`config.mk`:
```
export PLATFORM = sky130hd
export DESIGN_NAME = ldc_damping_regs
export DESIGN_NICKNAME = d
export VERILOG_FILES = /design/src/hdl/ldc_damping_decode.v /design/src/hdl/ldc_damping_regs.v
export VERILOG_INCLUDE_DIRS = /design/src /design/src/hdl
export SDC_FILE = /design/constraint.sdc
export NUM_CORES = 1
export LEC_CHECK = 0
export BUFFER_PORTS_ARGS = -buffer_cell sky130_fd_sc_hd__buf_2
export CAP_MARGIN = 20
export CORE_AREA = 2 2 68 70
export DETAILED_ROUTE_END_ITERATION = 7
export DIE_AREA = 0 0 70 72
export PLACE_DENSITY = 0.74
export SLEW_MARGIN = 25
export SYNTH_ARGS = -nofsm -noshare
export SYNTH_HDL_FRONTEND = slang
export SYNTH_SLANG_ARGS = --single-unit
```
`constraint.sdc`:
```
create_clock -name clock -period 1.9 [get_ports clock]
set_clock_uncertainty 0.05 [all_clocks]
set_input_delay 0.38 -clock clock [delete_from_list [all_inputs] [get_ports clock]]
set_output_delay 0.38 -clock clock [all_outputs]
set_load 0.01 [all_outputs]
```
`src/hdl/ldc_map.vh`:
```
// register offsets, field positions, reset values and codes of the damping bank
// included by the damping register bank and its decoder
`ifndef LDC_MAP_VH
`define LDC_MAP_VH
`define LDC_ADDR_LOOP_TWO    8'h6a
`define LDC_ADDR_LOOP_ONE    8'h6b
`define LDC_RST_LOOP_TWO     8'h13
`define LDC_RST_LOOP_ONE     8'h14
`define LDC_WMASK            8'h77
`define LDC_DAMP_LSB         0
`define LDC_DAMP_MSB         2
`define LDC_GAIN_LSB         4
`define LDC_GAIN_MSB         6
// bandwidth selections
`define LDC_BW_18            2'h0
`define LDC_BW_35            2'h1
`define LDC_BW_70            2'h2
// damping factor selector, one-hot: 1.2, 2.5, 5, 10, 20
`define LDC_DF_1P2           5'h01
`define LDC_DF_2P5           5'h02
`define LDC_DF_5             5'h04
`define LDC_DF_10            5'h08
`define LDC_DF_20            5'h10
`define LDC_DF_NONE          5'h00
// gain peak in hundredths of a dB
`define LDC_PEAK_1P2         6'h28
`define LDC_PEAK_2P5         6'h14
`define LDC_PEAK_5           6'h0a
`define LDC_PEAK_10          6'h06
`define LDC_PEAK_20          6'h03
`endif

```
`src/hdl/ldc_damping_decode.v`:
```
// damping code decoder: code and bandwidth to damping factor and gain peak
// purely combinational; bandwidth comes from the bandwidth registers elsewhere
`timescale 1ns/1ns
`include "ldc_map.vh"
module ldc_damping_decode (
	input  wire [2:0] code,        // 3-bit damping code
	input  wire [1:0] bw_sel,      // selected loop bandwidth
	output reg  [4:0] factor,      // one-hot damping factor
	output reg  [5:0] peak,        // gain peak, 0.01 dB units
	output reg        reserved     // code 000, 110 or 111
);
	always @* begin
		reserved = 1'b0;
		case (code)
			3'h1: factor = `LDC_DF_1P2;
			3'h2: factor = `LDC_DF_2P5;
			3'h3: factor = `LDC_DF_5;
			3'h4: factor = (bw_sel == `LDC_BW_18) ? `LDC_DF_5 : `LDC_DF_10;
			3'h5: begin
				if (bw_sel == `LDC_BW_18)
					factor = `LDC_DF_5;
				else if (bw_sel == `LDC_BW_35)
					factor = `LDC_DF_10;
				else
					factor = `LDC_DF_20;
			end
			default: begin
				factor   = `LDC_DF_NONE;
				reserved = 1'b1;
			end
		endcase
		case (factor)
			`LDC_DF_1P2: peak = `LDC_PEAK_1P2;
			`LDC_DF_2P5: peak = `LDC_PEAK_2P5;
			`LDC_DF_5:   peak = `LDC_PEAK_5;
			`LDC_DF_10:  peak = `LDC_PEAK_10;
			`LDC_DF_20:  peak = `LDC_PEAK_20;
			default:     peak = 6'h00;
		endcase
	end
endmodule

```
`src/hdl/ldc_damping_regs.v`:
```
// What this block does
// loop two codes 1,2,3 give 1.2,2.5,5
// codes 4,5 depend on selected bandwidth
// gain peak follows damping factor
// loop one code uses same mapping
// loop one bits 6:4 set 8k analog gain
// loop two bits 6:4 set analog gain
// bits 7,3 read zero; some codes reserved
//
// two damping configuration registers at 0x6a and 0x6b
// assumes a synchronous byte-wide register port from the serial interface
// bandwidth selections and gain enables come from neighbouring registers
// decoded factor and peak lag a field or bandwidth change by one clock
`timescale 1ns/1ns
`include "ldc_map.vh"
module ldc_damping_regs (
	input  wire       clock,                            // 50 MHz system clock
	input  wire       rst,                              // async reset, high
	input  wire [7:0] reg_addr,                         // register address
	input  wire       reg_wr,                           // write strobe
	input  wire [7:0] reg_wdata,                        // write data
	input  wire       reg_rd,                           // read strobe
	output reg  [7:0] reg_rdata,                        // read data, registered
	input  wire [1:0] loop_one_bw,                      // loop one bandwidth
	input  wire [1:0] loop_two_bw,                      // loop two bandwidth
	input  wire       loop_one_gain_enable,             // auto gain enable, loop one
	input  wire       loop_two_gain_enable,             // auto gain enable, loop two
	output wire [2:0] loop_one_damping_code,            // loop one damping code
	output wire [2:0] loop_two_damping_code,            // loop two damping code
	output wire [2:0] loop_one_detector_analog_gain_low_rate, // 8k analog gain
	output wire [2:0] loop_two_detector_analog_gain,    // analog gain
	output wire       loop_one_gain_valid,              // loop one gain applies
	output wire       loop_two_gain_valid,              // loop two gain applies
	output reg  [4:0] loop_one_factor,                  // one-hot damping factor
	output reg  [4:0] loop_two_factor,                  // one-hot damping factor
	output reg  [5:0] loop_one_peak,                    // gain peak, 0.01 dB
	output reg  [5:0] loop_two_peak,                    // gain peak, 0.01 dB
	output reg        loop_one_reserved,                // reserved code held
	output reg        loop_two_reserved                 // reserved code held
);
	localparam LOOPS    = 2;
	localparam LOOP_TWO = 0;
	localparam LOOP_ONE = 1;
	localparam CODE_W   = 3;
	localparam BW_W     = 2;
	localparam FACT_W   = 5;
	localparam PEAK_W   = 6;

	reg  [7:0]              loop_two_damping_config_reg;
	reg  [7:0]              loop_one_damping_config_reg;
	reg  [7:0]              loop_two_damping_config_next;
	reg  [7:0]              loop_one_damping_config_next;
	reg  [7:0]              reg_rdata_next;
	wire                    loop_two_hit;
	wire                    loop_one_hit;
	wire                    loop_two_wr;
	wire                    loop_one_wr;
	wire [7:0]              loop_two_read_view;
	wire [7:0]              loop_one_read_view;
	wire [LOOPS*CODE_W-1:0] code_vec;
	wire [LOOPS*BW_W-1:0]   bw_vec;
	wire [LOOPS-1:0]        enable_vec;
	wire [LOOPS-1:0]        valid_vec;
	wire [LOOPS*FACT_W-1:0] factor_vec;
	wire [LOOPS*PEAK_W-1:0] peak_vec;
	wire [LOOPS-1:0]        reserved_vec;
	wire [4:0]              f1_next;
	wire [4:0]              f2_next;
	wire [5:0]              p1_next;
	wire [5:0]              p2_next;
	wire                    r1_next;
	wire                    r2_next;

	// address compare shared by the write and read paths
	function addr_match;
		input [7:0] addr;
		input [7:0] target;
		begin
			addr_match = (addr == target);
		end
	endfunction

	// only the two 3-bit fields are kept; bits 7 and 3 stay low
	function [7:0] keep_used;
		input [7:0] value;
		begin
			keep_used = value & `LDC_WMASK;
		end
	endfunction

	function [2:0] damping_field;
		input [7:0] value;
		begin
			damping_field = value[`LDC_DAMP_MSB:`LDC_DAMP_LSB];
		end
	endfunction

	function [2:0] gain_field;
		input [7:0] value;
		begin
			gain_field = value[`LDC_GAIN_MSB:`LDC_GAIN_LSB];
		end
	endfunction

	assign loop_two_hit = addr_match(reg_addr, `LDC_ADDR_LOOP_TWO);
	assign loop_one_hit = addr_match(reg_addr, `LDC_ADDR_LOOP_ONE);
	assign loop_two_wr  = reg_wr & loop_two_hit;
	assign loop_one_wr  = reg_wr & loop_one_hit;

	// write path; other addresses leave both registers alone
	always @* begin
		loop_two_damping_config_next = loop_two_damping_config_reg;
		loop_one_damping_config_next = loop_one_damping_config_reg;
		if (loop_two_wr) begin
			loop_two_damping_config_next = keep_used(reg_wdata);
		end
		if (loop_one_wr) begin
			loop_one_damping_config_next = keep_used(reg_wdata);
		end
	end

	always @(posedge clock or posedge rst) begin
		if (rst) begin
			loop_two_damping_config_reg <= `LDC_RST_LOOP_TWO;
		end else begin
			loop_two_damping_config_reg <= loop_two_damping_config_next;
		end
	end

	always @(posedge clock or posedge rst) begin
		if (rst) begin
			loop_one_damping_config_reg <= `LDC_RST_LOOP_ONE;
		end else begin
			loop_one_damping_config_reg <= loop_one_damping_config_next;
		end
	end

	// unused bits forced low on the way out as well
	assign loop_two_read_view = keep_used(loop_two_damping_config_reg);
	assign loop_one_read_view = keep_used(loop_one_damping_config_reg);

	// read data held between reads; a write in the same cycle reads old value
	always @* begin
		reg_rdata_next = reg_rdata;
		if (reg_rd) begin
			if (loop_two_hit) begin
				reg_rdata_next = loop_two_read_view;
			end else if (loop_one_hit) begin
				reg_rdata_next = loop_one_read_view;
			end else begin
				reg_rdata_next = 8'h00;
			end
		end
	end

	// registered read data for the serial interface
	always @(posedge clock or posedge rst) begin
		if (rst) begin
			reg_rdata <= 8'h00;
		end else begin
			reg_rdata <= reg_rdata_next;
		end
	end

	assign loop_one_damping_code = damping_field(loop_one_damping_config_reg);
	assign loop_two_damping_code = damping_field(loop_two_damping_config_reg);
	assign loop_one_detector_analog_gain_low_rate =
		gain_field(loop_one_damping_config_reg);
	assign loop_two_detector_analog_gain =
		gain_field(loop_two_damping_config_reg);

	assign code_vec   = {loop_one_damping_code, loop_two_damping_code};
	assign bw_vec     = {loop_one_bw, loop_two_bw};
	assign enable_vec = {loop_one_gain_enable, loop_two_gain_enable};

	// one decoder per loop; index 0 is loop two, index 1 is loop one
	genvar g;
	generate
		for (g = 0; g < LOOPS; g = g + 1) begin : gen_loop
			ldc_damping_decode u_dec (
				.code     (code_vec[g*CODE_W +: CODE_W]),
				.bw_sel   (bw_vec[g*BW_W +: BW_W]),
				.factor   (factor_vec[g*FACT_W +: FACT_W]),
				.peak     (peak_vec[g*PEAK_W +: PEAK_W]),
				.reserved (reserved_vec[g])
			);
			// analog gain field only applies under automatic gain selection
			assign valid_vec[g] = enable_vec[g];
		end
	endgenerate

	assign loop_two_gain_valid = valid_vec[LOOP_TWO];
	assign loop_one_gain_valid = valid_vec[LOOP_ONE];
	assign f2_next = factor_vec[LOOP_TWO*FACT_W +: FACT_W];
	assign f1_next = factor_vec[LOOP_ONE*FACT_W +: FACT_W];
	assign p2_next = peak_vec[LOOP_TWO*PEAK_W +: PEAK_W];
	assign p1_next = peak_vec[LOOP_ONE*PEAK_W +: PEAK_W];
	assign r2_next = reserved_vec[LOOP_TWO];
	assign r1_next = reserved_vec[LOOP_ONE];

	// decoded values registered for the loop filters
	always @(posedge clock or posedge rst) begin
		if (rst) begin
			loop_one_factor   <= 5'h00;
			loop_two_factor   <= 5'h00;
			loop_one_peak     <= 6'h00;
			loop_two_peak     <= 6'h00;
			loop_one_reserved <= 1'b0;
			loop_two_reserved <= 1'b0;
		end else begin
			loop_one_factor   <= f1_next;
			loop_two_factor   <= f2_next;
			loop_one_peak     <= p1_next;
			loop_two_peak     <= p2_next;
			loop_one_reserved <= r1_next;
			loop_two_reserved <= r2_next;
		end
	end
endmodule

```
# Word-level counts from Yosys, hierarchy flattened
# Index checks and enable logic that the tools add are counted.
[op_classes]
eq_ne = 24
reduce_logical = 4
n_mux = 14
bitwise = 2
[ops]
columns = ["cell", "count"]
rows = [
  ["6-bit case mux with 5 select lines", 2],
  ["5-bit case mux with 5 select lines", 2],
  ["5-bit 2-to-1 mux", 4],
  ["8-bit by 7-bit equality test with 1-bit output, second input constant", 2],
  ["7-bit 2-to-1 mux", 2],
  ["3-bit by 2-bit equality test with 1-bit output, second input constant", 4],
  ["3-bit equality test, second input constant", 4],
  ["5-bit by 1-bit equality test with 1-bit output, second input constant", 2],
  ["5-bit by 2-bit equality test with 1-bit output, second input constant", 2],
  ["5-bit by 3-bit equality test with 1-bit output, second input constant", 2],
  ["5-bit by 4-bit equality test with 1-bit output, second input constant", 2],
  ["5-bit equality test, second input constant", 2],
  ["5-bit OR reduction", 2],
  ["4-bit 2-to-1 mux", 2],
  ["3-bit by 1-bit equality test with 1-bit output, second input constant", 2],
  ["2-bit by 1-bit equality test with 1-bit output, second input constant", 2],
  ["2-bit logical NOT", 2],
  ["1-bit AND", 2],
  ["1-bit 2-to-1 mux", 2],
]
[word_totals]
out_inout_bits = 46
reg_bits = 44
input_bits = 26
wordCells = 53

# Longest topological paths before layout
[logic_depth]
ltp_word = 6
depth_mapped = 4
mapped_depth_nobuf = 3

# Hierarchy
# Synthesis repeated with hierarchy kept, for this count alone.
[hier_totals]
cells_unflattened = 131
area_unflattened_um2 = 1685.4
[by_module_without_submodules]
columns = ["module", "area_each_um2", "instances", "seq_area_each_um2", "cells_per_inst"]
rows = [
  ["ldc_damping_regs", 1450.1, 1, 1057.3, 91],
  ["ldc_damping_decode", 117.6, 2, 0.0, 20],
]

# Least setup slack after synthesis
# No wires, ideal clock.
[synth_timing]
kind = "input to register"
start = "input port reg_addr[4]"
end = "register loop_two_damping_config_reg[2]"
cell_stages = 3
t_arrival_ns = 1.448
t_required_ns = 1.725
n_path_buf = 0
setup_time_ns = 0.125
path_slack_ns = 0.277
path_cell_list = "or3b_4 > nor4_4 > mux2_2"
[synth_via]
elab_chain_cells = 2
[synth_lines]
columns = ["item", "line", "rtl"]
rows = [
  ["start: declaration", "ldc_damping_regs.v:19", "input wire [7:0] reg_addr,"],
  ["8-bit by 7-bit equality test with 1-bit output", "ldc_damping_regs.v:79", "addr_match = (addr == target);"],
  ["1-bit AND", "ldc_damping_regs.v:107", "assign loop_two_wr = reg_wr & loop_two_hit;"],
  ["end signal: assignment", "ldc_damping_regs.v:124", "loop_two_damping_config_reg <= `LDC_RST_LOOP_TWO;"],
  ["end signal: assignment", "ldc_damping_regs.v:126", "loop_two_damping_config_reg <= loop_two_damping_config_next;"],
  ["end: declaration", "ldc_damping_regs.v:49", "reg [7:0] loop_two_damping_config_reg;"],
]
# Every way passes these cells.
# A chain may end at the register's enable or synchronous reset.

# Final worst setup path
[layout_timing]
start = "register loop_two_damping_config_reg[1]"
end = "output port loop_two_damping_code[1]"
[layout_rtl]
columns = ["item", "line", "rtl"]
rows = [
  ["end: declaration", "ldc_damping_regs.v:29", "output wire [2:0] loop_two_damping_code,"],
]
# No word-level cell between the ends.

==> results <==
- The number of fill cells in the layout is 384.
- In the synthesized netlist the dominant register cell turns out to be dfrtp_1.
- In the synthesized netlist, the number of instances is 134.
- For this run, the post-layout net count is 223.
- Buffers inserted during clock tree synthesis total 5.
- The vertical die dimension is 72 um.
- The wire length per cell after detailed routing is 12.8 um.
- The post-cts sizing count is 0.
- Port buffering added 63 buffers.
- The number of pins with negative max-slew slack in the final report was 0.
- The clock network accounts for 43.6% of the total power.
- The fraction of power consumed by sequential logic is 47.9%.
- CTS saw 42 sinks.
- In this run the critical register-to-register path is captured at loop_two_peak[3]$_DFF_PP0_.
- The count of flip-flops with a built-in enable after synthesis is 0.
- The category of the worst setup path launch point is a flop.
- The antenna diode instance count is 0.
- The commonest cells after synthesis are 37 x dfrtp_1, 18 x mux2_2, 11 x nand2_1.
- The clock latency of the later-clocked register in the worst-skew pair is 290 ps.
- The count of hold buffers inserted by post-cts repair is 0.
- The final hold violation count is 0.
- The flow ran to the end, and the final reports show no timing, DRC or antenna violations.
- The H-tree was split into 2 levels.
- Global routing finished with a remaining overflow of 0.
- The clock passes through at most 2 buffers.
- The number of standard-cell rows in the floorplan is 24.
- At the pin with the least slew margin, the transition time is 516 ps.
- The power spent charging and discharging nets is 423 uW.
- The maximum frequency from static timing analysis is 0.657 GHz.
- The share of the clock period used by the worst path is 80.1%.
- Each instance of the synthesized netlist takes up on average 12.6 um^2.
- The worst pin sits at a relative slew slack of 65.6%.
- The tool flagged a number of max-cap violations equal to 0.
- After synthesis the netlist holds a flip-flop and latch count of 42.
- The placeable core area is 4260 um^2.
- After detailed routing, the total wire length is 3200 um.
- The wire length of the first global-routing pass is 5220 um.
- The worst register-to-register path has a depth of 3.
- The gate family responsible for the most delay along the worst path is flip-flops.
- In this run the remaining antenna-violating nets after routing total 0.
- The internal power contribution is 1.57 mW.
- The detailed-router iteration count before antenna repair is 3.
- For flop-to-flop paths, the worst setup slack is 490 ps.
- By instance count, the leading cell after synthesis is dfrtp_1.
- Net switching is 21.2% of the power.
- The via count of the first global-routing pass is 1090.
- The share of synthesized registers carrying an async set or reset is 100%.
- The number of warnings printed during yosys synthesis is 0.
- The synthesized area is 1690 um^2.
- IR analysis of the VDD net gives a maximum drop of 0.443 mV.
- The master of the slowest instance on the critical path is dfstp_2.
- The total power after layout is 2.00 mW.
- Entering global routing, the biggest net connects 43 pins.
- Summed over its instances, the top area cell type makes up 54.9% of the synthesized netlist area.
- The share of cells above drive strength 1 is 52.5%.
- After legalization and detailed placement, the total HPWL measured 2250 um.
- Buffers added to address setup during post-CTS repair amount to 0.
- Adding up every negative setup slack in the final design gives 0 ps.
- The power density over the cells is 916 nW/um^2.
- The combinational group share of total power is 8.5%.
- The layout overhead on the synthesized area is 29.2%.
- The static leakage power is 1.19 nW.
- The number of setup violations in the final report is 0.
- The beginning of the worst register-to-register path is loop_two_damping_config_reg[1]$_DFFE_PP1P_.
- The TritonCTS clock tree is built.
- Routability-driven placement finished with a final weighted congestion of 0.721.
- The final critical path time including I/O delays and setup is 1520 ps.
- The number of distinct library cell variants in the gate-level netlist after synthesis is 26.
- Traced cell by cell, the critical path runs through buf_2.
- Setup repair after global routing left no endpoint under its margin.
- The detailed router finished its first iteration with 48 violations.
- By startpoint and endpoint, the worst setup path is classified as reg2out.
- The cell type contributing the most total cell area after synthesis is dfrtp_1.
- In the post-synthesis netlist, the biggest area contributors are dfrtp_1 55%, mux2_2 12%, dfstp_2 7.8%.
- After clock tree synthesis, the clock-pin slew on the worst setup and hold paths is 80 ps.
- The total global-route track usage is 13.6%.
- Counting both buffers and inverters, the worst setup path holds a total of 1.
- During I/O placement, the number of pins put on the boundary was 72.
- STA classifies the critical path endpoint as an output port.
- The floorplan die area is 5040 um^2.
- The initial antenna violation count is 0.
- The vias per cell is 4.68.
- The data required time at the worst endpoint is 1470 ps.
- The initial core utilization is 39.5%.
- The proportion of synthesized chip area in sequential cells is 62.7%.
- Along the worst path, the maximum fanout reaches 11.
- The routed layout has 1171 vias.
- The kind of path behind the tightest hold check is in2async.
- In this run the horizontal extent of the chip is 70 um.
- For this run, design rule violations remaining after detail routing come to 0.
- The root cell of the clock tree is clkbuf_8.
- STA puts the critical path data arrival time at 1090 ps.
- In this design, the stage delay of the slowest critical-path cell is 630 ps.
==> cell families (layout without fill, tap and decap cells) <==
kind of cell	count (synthesis)	after routing	share of synthesized area [%]
simple gates	40	40	14.4
flops	42	42	62.7
other cells	1	2	0.223
mux	19	19	12.6
buf+inv	20	83	5.42
compound gates	12	12	4.60
==> worst max path at each step <==
stage	from	end	slack, ps	cells after the start
finish	loop_two_damping_config_reg[1]$_DFFE_PP1P_	loop_two_damping_code[1]	380	1
global route	loop_two_damping_config_reg[1]$_DFFE_PP1P_	loop_two_damping_code[1]	330	1
CTS	loop_two_damping_config_reg[1]$_DFFE_PP1P_	loop_two_damping_code[1]	360	1
detailed placement	reg_addr[4]	loop_one_damping_config_reg[6]$_DFFE_PP0P_	80	4
global placement	reg_addr[4]	loop_one_damping_config_reg[6]$_DFFE_PP0P_	90	4
floorplan	reg_addr[4]	loop_two_damping_config_reg[2]$_DFFE_PP0P_	280	3
==> power by group through the flow <==
stage / logic (mW) / registers [mW] / clock network [mW]
floorplan: 0.0909 / 0.986 / 0
global placement: 0.171 / 0.973 / 0
detailed placement: 0.174 / 0.973 / 0
CTS: 0.175 / 0.956 / 0.890
global route: 0.190 / 0.961 / 0.929
finish: 0.170 / 0.955 / 0.869
==> area by class of cell <==
cell class | instances | area [um^2] | share of cell area [%]
repair buffers | 66 | 338 | 15.5
multi-input cells | 73 | 541 | 24.8
clock buffers | 6 | 82.6 | 3.79
clock inverters | 2 | 60.1 | 2.76
inverters | 9 | 33.8 | 1.55
flip-flops and latches | 42 | 1060 | 48.6
well taps | 52 | 65.1 | 2.99
==> metal layers <==
metal	global-route usage, %	routed length (um)	vias to the layer above
li1	-	-	571
met1	16.4	1400	544
met2	21.0	1440	52
met3	7.08	332	4
met4	5.13	29	0
met5	0	0	-
==> cells in the final DEF, fill, tap and decap left out, drive strengths merged, types with 3 or more instances in the layout <==
master and instances:
nor3 5, nor3b 4, buf 66, dfrtp 37, nand2 11, inv 9
nand2b 3, dfstp 5, nor2 7, clkbuf 6, or2 4, o22ai 6
mux2 18
==> through the flow <==
step / hold WS, ps / cells / setup slack [ps] / utilization [%] / cell area [um^2]
after floorplan: 439 / 135 / 277 / - / 1690
after global placement: 463 / 242 / 90.9 / 47.7 / 2030
after detailed placement: 471 / 242 / 77.7 / 47.7 / 2030
after CTS: 165 / 250 / 360 / 51.1 / 2180
after global routing: 202 / 250 / 329 / 51.1 / 2180
final: 152 / 250 / 378 / 51.1 / 2180
==> worst register-to-register path, stage by stage (launching register included) <==
cell and delay (ps):
dfstp_2 630, nand2b_1 240, o31ai_1 100, or2_2 280
(Power assumes the default switching activity.)
